File: src/verilog/cdv_pkg.sv
/*
 * cdv_pkg: constants for the clock divider and phase-select block.
 * Holds register offsets, configuration field layout, reset values and
 * the divider index map. Assumes a 32-bit register port with byte offsets.
 */
package cdv_pkg;

   // register port geometry
   localparam int          ADDR_W        = 8;
   localparam int          DATA_W        = 32;
   localparam logic [7:0]  CFG_OFF       = 8'h00;        // configuration word
   localparam logic [7:0]  STAT_OFF      = 8'h04;        // live status word
   localparam logic [31:0] CFG_RESET     = 32'h00000000; // every divider passes through

   // configuration word fields
   localparam int          SEL_LSB       = 29;           // primary phase select
   localparam int          SEL_W         = 3;
   localparam int          SEC2_LSB      = 24;           // secondary 2 divider
   localparam int          SEC2_W        = 5;
   localparam int          SEC1_LSB      = 19;           // secondary 1 divider
   localparam int          SEC1_W        = 5;
   localparam int          PRIM_LSB      = 14;           // primary divider
   localparam int          PRIM_W        = 5;
   localparam int          FB_LSB        = 7;            // loop feedback divider
   localparam int          FB_W          = 7;
   localparam int          REF_LSB       = 0;            // reference input divider
   localparam int          REF_W         = 7;

   // divider counters
   localparam int          CNT_W         = 7;
   localparam int          NUM_DIV       = 5;
   localparam int          DIV_REF       = 0;
   localparam int          DIV_FB        = 1;
   localparam int          DIV_PRIM      = 2;
   localparam int          DIV_SEC1      = 3;
   localparam int          DIV_SEC2      = 4;

   // status word field and synchroniser pin count
   localparam int          STAT_SEL_LSB  = 8;            // effective phase index
   localparam int          NUM_PINS      = 5;            // reference plus four phases

endpackage : cdv_pkg

File: src/verilog/cdv_top.sv
/*
 * cdv_top: configurable clock dividers and primary phase select.
 * Assumes the reference clock and the four oscillator phases arrive as
 * pins from outside clk's domain and are oversampled by clk, so every
 * divided clock is a registered level on clk. Registers sit on a plain
 * strobe port with read data one cycle after the read strobe.
 */
// The register offsets and the plain strobed port are this design's own decisions.
// What this block does
// - bits 30:29 pick primary phase output; bit 31 is ignored
// - secondary 2 divides by bits 28:24 plus one
// - secondary 1 divides by bits 23:19 plus one
// - primary divides by bits 18:14 plus one
// - loop feedback divides by bits 13:7 plus one
// - reference divides by bits 6:0 plus one
module cdv_top #(
   parameter logic [31:0] CFG_INIT = cdv_pkg::CFG_RESET   // configuration after reset
) (
   input  wire logic                        clk,
   input  wire logic                        rst,
   input  wire logic [cdv_pkg::ADDR_W-1:0]  addr,
   input  wire logic [cdv_pkg::DATA_W-1:0]  wr_data,
   input  wire logic                        wr_en,
   input  wire logic                        rd_en,
   output logic      [cdv_pkg::DATA_W-1:0]  rd_data,
   input  wire logic                        reference_clock_in,
   input  wire logic [3:0]                  phase_in,
   output logic                             loop_reference_clock,
   output logic                             loop_feedback_clock,
   output logic                             primary_global_clock,
   output logic                             secondary1_global_clock,
   output logic                             secondary1_core_clock,
   output logic                             secondary2_global_clock,
   output logic                             secondary2_core_clock
);

   localparam int NP = cdv_pkg::NUM_PINS;
   localparam int ND = cdv_pkg::NUM_DIV;
   localparam int CW = cdv_pkg::CNT_W;

   // terminal count of one divider taken from the configuration word
   function automatic logic [CW-1:0] div_term(input logic [31:0] cfg, input int idx);
      logic [CW-1:0] t;                     // field widened to the counter width
      t = '0;
      unique case (idx)
         cdv_pkg::DIV_REF:  t = CW'(cfg[cdv_pkg::REF_LSB +: cdv_pkg::REF_W]);
         cdv_pkg::DIV_FB:   t = CW'(cfg[cdv_pkg::FB_LSB +: cdv_pkg::FB_W]);
         cdv_pkg::DIV_PRIM: t = CW'(cfg[cdv_pkg::PRIM_LSB +: cdv_pkg::PRIM_W]);
         cdv_pkg::DIV_SEC1: t = CW'(cfg[cdv_pkg::SEC1_LSB +: cdv_pkg::SEC1_W]);
         default:           t = CW'(cfg[cdv_pkg::SEC2_LSB +: cdv_pkg::SEC2_W]);
      endcase
      return t;
   endfunction : div_term

   // configuration and register port
   logic [31:0]             cfg_q;        // configuration word
   logic [31:0]             cfg_d;
   logic [31:0]             rd_data_d;    // read answer for the next cycle
   logic [1:0]              phase_idx;    // effective primary phase

   // only the low two select bits matter: there are four phases
   assign phase_idx = cfg_q[cdv_pkg::SEL_LSB +: 2];

   // software writes the configuration word; status is read-only
   always_comb begin
      cfg_d = cfg_q;
      if (wr_en && (addr == cdv_pkg::CFG_OFF)) begin
         cfg_d = wr_data;
      end
   end

   // read mux, zero when idle or unmapped
   always_comb begin
      rd_data_d = 32'h00000000;
      if (rd_en) begin
         unique case (addr)
            cdv_pkg::CFG_OFF:  rd_data_d = cfg_q;
            cdv_pkg::STAT_OFF: begin
               rd_data_d[cdv_pkg::STAT_SEL_LSB +: 2] = phase_idx;
               rd_data_d[6:0] = {secondary2_core_clock, secondary2_global_clock,
                                 secondary1_core_clock, secondary1_global_clock,
                                 primary_global_clock, loop_feedback_clock,
                                 loop_reference_clock};
            end
            default:           rd_data_d = 32'h00000000;
         endcase
      end
   end

   // register port state
   always_ff @(posedge clk or posedge rst) begin
      if (rst) begin
         cfg_q   <= CFG_INIT;
         rd_data <= 32'h00000000;
      end else begin
         cfg_q   <= cfg_d;
         rd_data <= rd_data_d;
      end
   end

   // pin synchronisers
   logic [NP-1:0]           pin_s1_q;     // first stage, read by stage two only
   logic [NP-1:0]           pin_s2_q;
   logic [NP-1:0]           pin_s3_q;
   logic [NP-1:0]           lvl_q;        // accepted pin levels
   logic [NP-1:0]           lvl_d;
   logic [NP-1:0]           agree;        // stages two and three match
   logic [NP-1:0]           rise;         // accepted rising edge, one cycle

   // a change counts once stages two and three agree
   always_comb begin
      agree = ~(pin_s2_q ^ pin_s3_q);
      lvl_d = (agree & pin_s3_q) | (~agree & lvl_q);
      rise  = lvl_d & ~lvl_q;
   end

   // three-flop chain plus accepted level
   always_ff @(posedge clk or posedge rst) begin
      if (rst) begin
         pin_s1_q <= '0;
         pin_s2_q <= '0;
         pin_s3_q <= '0;
         lvl_q    <= '0;
      end else begin
         pin_s1_q <= {phase_in, reference_clock_in};
         pin_s2_q <= pin_s1_q;
         pin_s3_q <= pin_s2_q;
         lvl_q    <= lvl_d;
      end
   end

   // divider sources
   logic [ND-1:0]           src_lvl;      // level feeding each divider
   logic [ND-1:0]           src_rise;     // rising edge feeding each divider
   logic [2:0]              sel_pin;      // pin index of chosen phase

   always_comb begin
      sel_pin = 3'({1'b0, phase_idx} + 3'h1);
      src_lvl[cdv_pkg::DIV_REF]   = lvl_d[0];
      src_rise[cdv_pkg::DIV_REF]  = rise[0];
      // loop feedback and the secondaries follow phase zero
      src_lvl[cdv_pkg::DIV_FB]    = lvl_d[1];
      src_rise[cdv_pkg::DIV_FB]   = rise[1];
      src_lvl[cdv_pkg::DIV_PRIM]  = lvl_d[sel_pin];
      src_rise[cdv_pkg::DIV_PRIM] = rise[sel_pin];
      src_lvl[cdv_pkg::DIV_SEC1]  = lvl_d[1];
      src_rise[cdv_pkg::DIV_SEC1] = rise[1];
      src_lvl[cdv_pkg::DIV_SEC2]  = lvl_d[1];
      src_rise[cdv_pkg::DIV_SEC2] = rise[1];
   end

   // dividers
   logic [CW-1:0]           term [ND];    // terminal count per divider
   logic [CW-1:0]           cnt_q [ND];   // source edges since last pulse
   logic [CW-1:0]           cnt_d [ND];
   logic [ND-1:0]           out_d;        // next divided level

   // reload at terminal count, pulse on count zero
   always_comb begin
      for (int i = 0; i < ND; i++) begin
         term[i]  = div_term(cfg_q, i);
         cnt_d[i] = cnt_q[i];
         if (src_rise[i]) begin
            // a lowered field also wraps a counter already past it
            if (cnt_q[i] >= term[i]) begin
               cnt_d[i] = '0;
            end else begin
               cnt_d[i] = cnt_q[i] + CW'(1);
            end
         end
         // high for one source high phase in every term+1 periods
         out_d[i] = src_lvl[i] & (cnt_d[i] == '0);
      end
   end

   // divider counters and clock outputs
   always_ff @(posedge clk or posedge rst) begin
      if (rst) begin
         for (int i = 0; i < ND; i++) begin
            cnt_q[i] <= '0;
         end
         loop_reference_clock    <= 1'b0;
         loop_feedback_clock     <= 1'b0;
         primary_global_clock    <= 1'b0;
         secondary1_global_clock <= 1'b0;
         secondary1_core_clock   <= 1'b0;
         secondary2_global_clock <= 1'b0;
         secondary2_core_clock   <= 1'b0;
      end else begin
         for (int i = 0; i < ND; i++) begin
            cnt_q[i] <= cnt_d[i];
         end
         loop_reference_clock    <= out_d[cdv_pkg::DIV_REF];
         loop_feedback_clock     <= out_d[cdv_pkg::DIV_FB];
         primary_global_clock    <= out_d[cdv_pkg::DIV_PRIM];
         secondary1_global_clock <= out_d[cdv_pkg::DIV_SEC1];
         secondary1_core_clock   <= out_d[cdv_pkg::DIV_SEC1];
         secondary2_global_clock <= out_d[cdv_pkg::DIV_SEC2];
         secondary2_core_clock   <= out_d[cdv_pkg::DIV_SEC2];
      end
   end

   // helper copies of per-divider state for properties
   logic [CW-1:0]           cnt_ref;
   logic [CW-1:0]           cnt_fb;
   logic [CW-1:0]           cnt_prim;
   logic [CW-1:0]           cnt_sec1;
   logic [CW-1:0]           cnt_sec2;
   logic [CW-1:0]           term_ref;
   logic [CW-1:0]           term_fb;
   logic [CW-1:0]           term_prim;
   logic [2:0]              sel_seen;     // pin index of the phase in use

   assign cnt_ref   = cnt_q[cdv_pkg::DIV_REF];
   assign cnt_fb    = cnt_q[cdv_pkg::DIV_FB];
   assign cnt_prim  = cnt_q[cdv_pkg::DIV_PRIM];
   assign cnt_sec1  = cnt_q[cdv_pkg::DIV_SEC1];
   assign cnt_sec2  = cnt_q[cdv_pkg::DIV_SEC2];
   assign term_ref  = term[cdv_pkg::DIV_REF];
   assign term_fb   = term[cdv_pkg::DIV_FB];
   assign term_prim = term[cdv_pkg::DIV_PRIM];
   assign sel_seen  = 3'({1'b0, cfg_q[cdv_pkg::SEL_LSB +: 2]} + 3'h1);
endmodule : cdv_top

File: config.mk
export PLATFORM = sky130hd
export DESIGN_NAME = cdv_top
export DESIGN_NICKNAME = d
export VERILOG_FILES = /design/src/verilog/cdv_pkg.sv /design/src/verilog/cdv_top.sv
export SDC_FILE = /design/constraint.sdc
export NUM_CORES = 1
export LEC_CHECK = 0
export ABC_AREA = 1
export BUFFER_PORTS_ARGS = -buffer_cell sky130_fd_sc_hd__buf_2
export CORE_ASPECT_RATIO = 0.5
export CORE_MARGIN = 4
export CORE_UTILIZATION = 25
export DETAILED_ROUTE_END_ITERATION = 12
export GPL_TIMING_DRIVEN = 0
export PLACE_DENSITY = 0.49
export SYNTH_ARGS = -nofsm -noshare
export SYNTH_HDL_FRONTEND = slang
export SYNTH_SLANG_ARGS = --single-unit
File: constraint.sdc
create_clock -name clk -period 6 [get_ports clk]
set_clock_uncertainty 0.05 [all_clocks]
set_input_delay 1.2 -clock clk [delete_from_list [all_inputs] [get_ports clk]]
set_output_delay 1.2 -clock clk [all_outputs]
set_load 0.03 [all_outputs]
==> results.toml, run 1 <==
[placed_design]
routabilityCongestion = 0.774
placedInstanceArea_um2 = 6670
place_ws_ns = 3.20
dp_hpwl_um = 10800
port_buffers = 87

[drt]
drt_iter0_drc = 251
ant_nets = 0
via_per_inst = 4.13
totalWireLength_um = 14400
wl_per_cell_um = 13.2
vias = 4521
dr.pass1.iters = 4
drc = 0

[power_and_ir_drop]
fin_total_pwr_mw = 2.65
irDropWorstVdd_v = 0.000239
power.density_nw_per_um2 = 361
leakagePower_nw = 4.09

[synth]
yosysWarnings = 0
synth_edf_count = 0
synth-seq-cells = 124
synth_area_per_cell_um2 = 8.70
ys_async_sr_fraction_pct = 100
synthCells = 669
synth_top_flop_cell = "dfrtp_1"
synth_top_area_share_pct = 53.3
syn_area_um2 = 5820
ys_seq_area_share_pct = 53.3
synth_area_leaders = "dfrtp_1 53%, nor2_1 8.0%, ha_1 7.5%, nand2_1 7.4%, inv_1 6.5%"
synth_common_cells = "124 x dfrtp_1, 124 x nor2_1, 114 x nand2_1"
synth_fp_nets = 753
yosys.area.top_type = "dfrtp_1"
synth_cell_type_count = 32

[die]
io_pins = 88
core.rowCount = 39
fp.coreArea_um2 = 22800
initial_core_util_pct = 25.5
die_y_um = 116
dieArea_um2 = 25900
die_x_um = 224

[critical_path]
critPathMaxFanout = 3
critPathSlowestCell = "dfrtp_1"
arrival_ns = 1.18
crit_path_start_kind = "flip-flop"
r2r_start = "cfg_q[29]$_DFFE_PP0P_"
crit_chain = "buf_4 -> buf_2"
worstSetupPathType = "flip-flop to output pin"
crit_required_ns = 4.75
crit_path_end_kind = "output pin"
startpoint = "secondary1_core_clock$_DFF_PP0_"
max_stage_delay_ns = 0.44

[global_routing]
grt_pass1_vias = 4400
gr-total-overflow = 0
grtUsageTotal_pct = 11.5
antenna_found_initial = 0
grt_pass1_wl_um = 22900
grt_max_degree = 99

[timing]
fmax_mhz = 411
setup_ws_ns = 3.57
tns_ns = 0
period_share_pct = 40.5
finalHoldViolCount = 0
worstMarginPinSlew_ns = 0.617
rsz0062_at_grt = "false"
finalSetupViolCount = 0
relSlewSlack_pct = 58.9
slew_viol_final = 0
min_period_ns = 2.43

[clocking]
clkLatencyLatePin_ns = 0.42
htree_levels = 4
numCtsBuffers = 17
cts_root_buf = "clkbuf_16"
clock_sinks = 124
postCtsSetupBuffers = 0
path_clk_slew_ns = 0.06
cts_buffer_depth = 2
ctsHoldBuffers = 0
cts_resized = 0
cts_tree = "built"

[hold_path]
worstHoldStart = "pin_s1_q[4]$_DFF_PP0_"
hold_path_class = "flip-flop to flip-flop"

[finish]
fin_util_pct = 32.2
nFillCells = 2403
fin_nets = 860
fin_area_um2 = 7350
area_growth_pct = 26.3
diodes = 0
final_layout_size_suffix_gt1_share_pct = 18.3

[run_status]
status = "finished, final reports clean"

[run]
drv_cap = 0
path summary, 6_finish.rpt:
| kind | end | slack (ns) | cells past startpoint |
|---|---|---|---|
| max in group asynchronous | rd_data[24]$_DFF_PP0_ | 4.47 | 3 |
| min reg2reg | pin_s2_q[4]$_DFF_PP0_ | 0.30 | 0 |
| min | pin_s2_q[4]$_DFF_PP0_ | 0.30 | 0 |
| max | secondary1_global_clock | 3.57 | 2 |
| min in group asynchronous | cnt_prim[3]$_DFF_PP0_ | 0.69 | 2 |
| max reg2reg | primary_global_clock$_DFF_PP0_ | 3.94 | 11 |
per-stage QoR:
step	hold slack [ns]	std cells
after CTS	0.299	1096
after global routing	0.312	1096
after floorplan	0.281	669
final	0.296	1096
after detailed placement	0.286	1064
after global placement	0.284	1063
cell usage in the layout (no fill, tap or decap), types with 4 or more instances in the layout:
cell type    n
o22ai_1      8
xor2_1      10
bufinv_16    5
clkbuf_16   17
nor2_1     124
o21ai_0     11
a21o_1       5
or2_2        4
inv_1       99
nand2_1    114
clkbuf_8     5
a21oi_1     41
buf_2       93
nand3_1     44
nand3b_1     4
nand4_1      9
dfrtp_1    124
ha_1        35
power by group:
group / internal [mW] / leakage [nW] / total [mW] / switching [mW]
clock network: 0.792 / 0.328 / 1.17 / 0.383
logic: 0.183 / 2.26 / 0.457 / 0.275
registers: 0.927 / 1.50 / 1.02 / 0.0934
layer usage:
layer  vias to the layer above  GRT usage [%]  share of wire [%]
li1                       2326              -                  -
met1                      2127           14.6                 48
met2                        55           18.8                 47
met3                        13           3.52                4.2
met4                         0           3.98                1.3
met5                         -              0                  0
area by class of cell:
cell class                      count  area, um^2  area share, %
Sequential cell                   124        3100           42.2
Multi-Input combinational cell    431        2270           30.9
Clock buffer                       22         494           6.73
Timing Repair Buffer               88         463           6.30
Inverter                          102         388           5.28
Tap cell                          307         384           5.23
Clock inverter                     10         184           2.50
Buffer                             12        63.8          0.868
cells by family (layout without fill, tap and decap cells):
family	Yosys count	count (layout)	share of synthesized area (%)
adder cells (fa/ha/maj)	35	35	7.53
buffers and inverters	114	234	7.68
AND/OR/NAND/NOR	315	315	23.3
XOR/XNOR	11	11	1.66
flip-flops	124	124	53.3
AO/OA/AOI/OAI	70	70	6.49
worst max-delay path, delay by kind of cell (launching register included):
| kind | cells | cell delay, ns |
|---|---|---|
| flops | 1 | 0.44 |
| buf+inv | 2 | 0.31 |
sequential cells by signal, indices dropped and copies added (netlist names):
register / count
pin_s3_q: 5
lvl_q: 5
cfg_q: 32
cnt_sec2: 7
cnt_ref: 7
loop_reference_clock: 1
secondary1_core_clock: 1
secondary2_core_clock: 1
pin_s1_q: 5
cnt_prim: 7
cnt_sec1: 7
primary_global_clock: 1
cnt_fb: 7
pin_s2_q: 5
rd_data: 32
loop_feedback_clock: 1
No activity file was read; power rests on OpenSTA's default activity.
==> run 2: changes to the inputs <==
--- a/config.mk
+++ b/config.mk
@@ -5,14 +5,14 @@
 export SDC_FILE = /design/constraint.sdc
 export NUM_CORES = 1
 export LEC_CHECK = 0
-export ABC_AREA = 1
+export ABC_AREA = 0
 export BUFFER_PORTS_ARGS = -buffer_cell sky130_fd_sc_hd__buf_2
 export CORE_ASPECT_RATIO = 0.5
 export CORE_MARGIN = 4
 export CORE_UTILIZATION = 25
 export DETAILED_ROUTE_END_ITERATION = 12
 export GPL_TIMING_DRIVEN = 0
-export PLACE_DENSITY = 0.49
+export PLACE_DENSITY = 0.51
 export SYNTH_ARGS = -nofsm -noshare
 export SYNTH_HDL_FRONTEND = slang
 export SYNTH_SLANG_ARGS = --single-unit
==> constraint.sdc (replaced) <==
create_clock -name clk -period 2 [get_ports clk]
set_clock_uncertainty 0.05 [all_clocks]
set_input_delay 0.4 -clock clk [delete_from_list [all_inputs] [get_ports clk]]
set_output_delay 0.4 -clock clk [all_outputs]
set_load 0.03 [all_outputs]
==> run 2 against run 1 <==
  * The run now ends with negative setup slack left
  * Sequential share of layout area decreased by 3.8 points
  * Synthesized cell count decreased by 19%
  * Cell area increased by 10%
  * Final cell count decreased by 9.4%
  * Sequential power increased to 2.7 times the previous value
  * Global-route usage increased by 0.82 points
  * Critical path depth increased by 4
  * Via count increased by 1.7%
  * Sequential cell count unchanged
  * Register-to-register slack got worse by 4.0 ns
  * Combinational power increased to 2.7 times the previous value
  * Clock-buffer cell count decreased by 2
==> results.toml, run 2 <==
[global_routing]
grt_pass1_wl_um = 26200
grt_pass1_vias = 4742
grt_max_degree = 39
grtUsageTotal_pct = 12.3
gr-total-overflow = 0
antenna_found_initial = 3

[synth]
synth_top_flop_cell = "dfrtp_1"
synth-seq-cells = 124
ys_async_sr_fraction_pct = 100
synth.most_common_cell = "dfrtp_1"
yosys.area.top_type = "dfrtp_1"
synthCells = 540
synth_cell_type_count = 57
syn_area_um2 = 6050
ys_seq_area_share_pct = 51.3
synth_common_cells = "124 x dfrtp_1, 44 x nand2_1, 40 x inv_1"
yosysWarnings = 0
synth_fp_nets = 624
synth_area_leaders = "dfrtp_1 51%, mux2_4 7.4%, ha_1 7.2%, nand2_1 2.7%, inv_1 2.5%"
synth_edf_count = 0
synth_area_per_cell_um2 = 11.2
synth_top_area_share_pct = 51.3

[drt]
via_per_inst = 4.63
wl_per_cell_um = 16.3
dr.pass1.iters = 8
drt_iter0_drc = 297
totalWireLength_um = 16200
vias = 4597
ant_nets = 0
drc = 0

[clocking]
cts_tree = "built"
cts_buffer_depth = 2
numCtsBuffers = 17
clock_sinks = 124
cts_root_buf = "clkbuf_16"
path_clk_slew_ns = 0.06
clkLatencyLatePin_ns = 0.42
htree_levels = 4

[timing]
slew_viol_final = 0
timing.hold.ws_ns = 0.0388
fmax_mhz = 490
finalSetupViolCount = 2
tns_ns = -0.0450
min_period_ns = 2.04
finalHoldViolCount = 0
period_share_pct = 102
worstMarginPinSlew_ns = 0.798
relSlewSlack_pct = 46.8
rsz0062_at_grt = "true"
setup_ws_ns = -0.0410

[die]
fp.coreArea_um2 = 23300
die_x_um = 228
core.rowCount = 39
initial_core_util_pct = 26.0
die_y_um = 118
io_pins = 88
dieArea_um2 = 26900

[run_status]
status = "finished, violations left"
violations = "negative setup slack"

[finish]
fin_util_pct = 34.8
nFillCells = 2293
area_growth_pct = 33.8
final_layout_size_suffix_gt1_share_pct = 36.4
final_cell_mix = "119 x dfrtp_1, 89 x buf_2, 40 x nand2_1"
fin_nets = 757
instances_no_fill = 993
final_common_cell = "dfrtp_1"
top_regs = "cfg_q x32, rd_data x32"

[power_and_ir_drop]
irDropWorstVdd_v = 0.000647
power.density_nw_per_um2 = 868
fin_total_pwr_mw = 7.02
leakagePower_nw = 3.87

[hold_path]
worstHoldPathCells = 1
hold_path_class = "input port to flip-flop"

[critical_path]
rr_worst_depth = 6
worstSetupPathType = "flip-flop to flip-flop"
arrival_ns = 2.29
crit_required_ns = 2.25
crit_path_start_kind = "flip-flop"
crit_path_end_kind = "flip-flop"
critPathMaxFanout = 6

[placed_design]
dp_cells = 937
routabilityCongestion = 0.830
port_buffers = 87
dp_hpwl_um = 11300

[run]
drv_cap = 0
[run 2: routing by layer]
layer  share of wire (%)  GRT usage [%]  vias up  routed length, um
met4                 2.0           4.66        2                325
li1                    -              -     2202                  -
met1                  48           16.6     2268               7760
met2                  46           19.2      102               7490
met5               0.080              0        -                 13
met3                 3.9           3.02       23                636
[run 2: worst paths after layout]
check | start | endpoint | slack [ns]
worst max register to register | cnt_prim[4]$_DFF_PP0_ | primary_global_clock$_DFF_PP0_ | -0.04
worst min-delay path | reference_clock_in | pin_s1_q[0]$_DFF_PP0_ | 0.04
worst min register to register | pin_s1_q[4]$_DFF_PP0_ | pin_s2_q[4]$_DFF_PP0_ | 0.29
max in group asynchronous | rst | cnt_prim[3]$_DFF_PP0_ | 0.51
min in group asynchronous | rst | cfg_q[6]$_DFFE_PP0P_ | 0.54
worst max-delay path | cnt_prim[4]$_DFF_PP0_ | primary_global_clock$_DFF_PP0_ | -0.04
[run 2: cells by family after synthesis]
| family | count (synthesis) | share of synthesized area (%) |
|---|---|---|
| simple gates | 171 | 15.4 |
| flops | 124 | 51.3 |
| compound gates | 96 | 10.3 |
| buf+inv | 57 | 4.12 |
| mux | 40 | 9.15 |
| fa+ha+maj | 39 | 7.90 |
| xor+xnor | 13 | 1.88 |
[run 2: area by class of cell]
cell class	instances	area, um^2	area share [%]
Inverter	40	154	1.90
Antenna cell	1	2.50	0.0309
Sequential cell	124	3110	38.4
Tap cell	307	384	4.75
Multi-Input combinational cell	359	3060	37.9
Clock buffer	20	457	5.65
Buffer	16	109	1.35
Clock inverter	11	120	1.48
Timing Repair Buffer	115	689	8.52
[run 2: per-stage QoR]
step	area, um^2	worst slack (ns)
finish	8090	-0.0410
global route	8090	-0.150
CTS	7750	0.000757
detailed placement	6940	-0.920
global placement	6880	-0.910
floorplan	6060	0.00574
[run 2: what timing repair did]
action | 4_1_cts | 5_1_grt
gates resized for setup | 34 | 53
setup buffers | 15 | 9
hold endpoints to repair | 12 | 0
setup endpoints to repair | 60 | 30
pin swaps | 6 | 34
hold buffers | 1 | 0
cloned | 0 | 0
[run 2: power by group]
group          internal (mW)  switching [mW]  leakage (nW)  total [mW]
registers               2.64           0.113          1.66        2.75
clock network           1.88            1.14         0.278        3.02
logic                  0.559           0.685          1.93        1.24
[run 2: critical path: stages, from the launching register on]
cell       delay (ns)
dfrtp_2          0.47
ha_4             0.25
a2111oi_4        0.40
o21ai_4          0.13
buf_6            0.15
o31a_1           0.32
nor4b_4          0.14
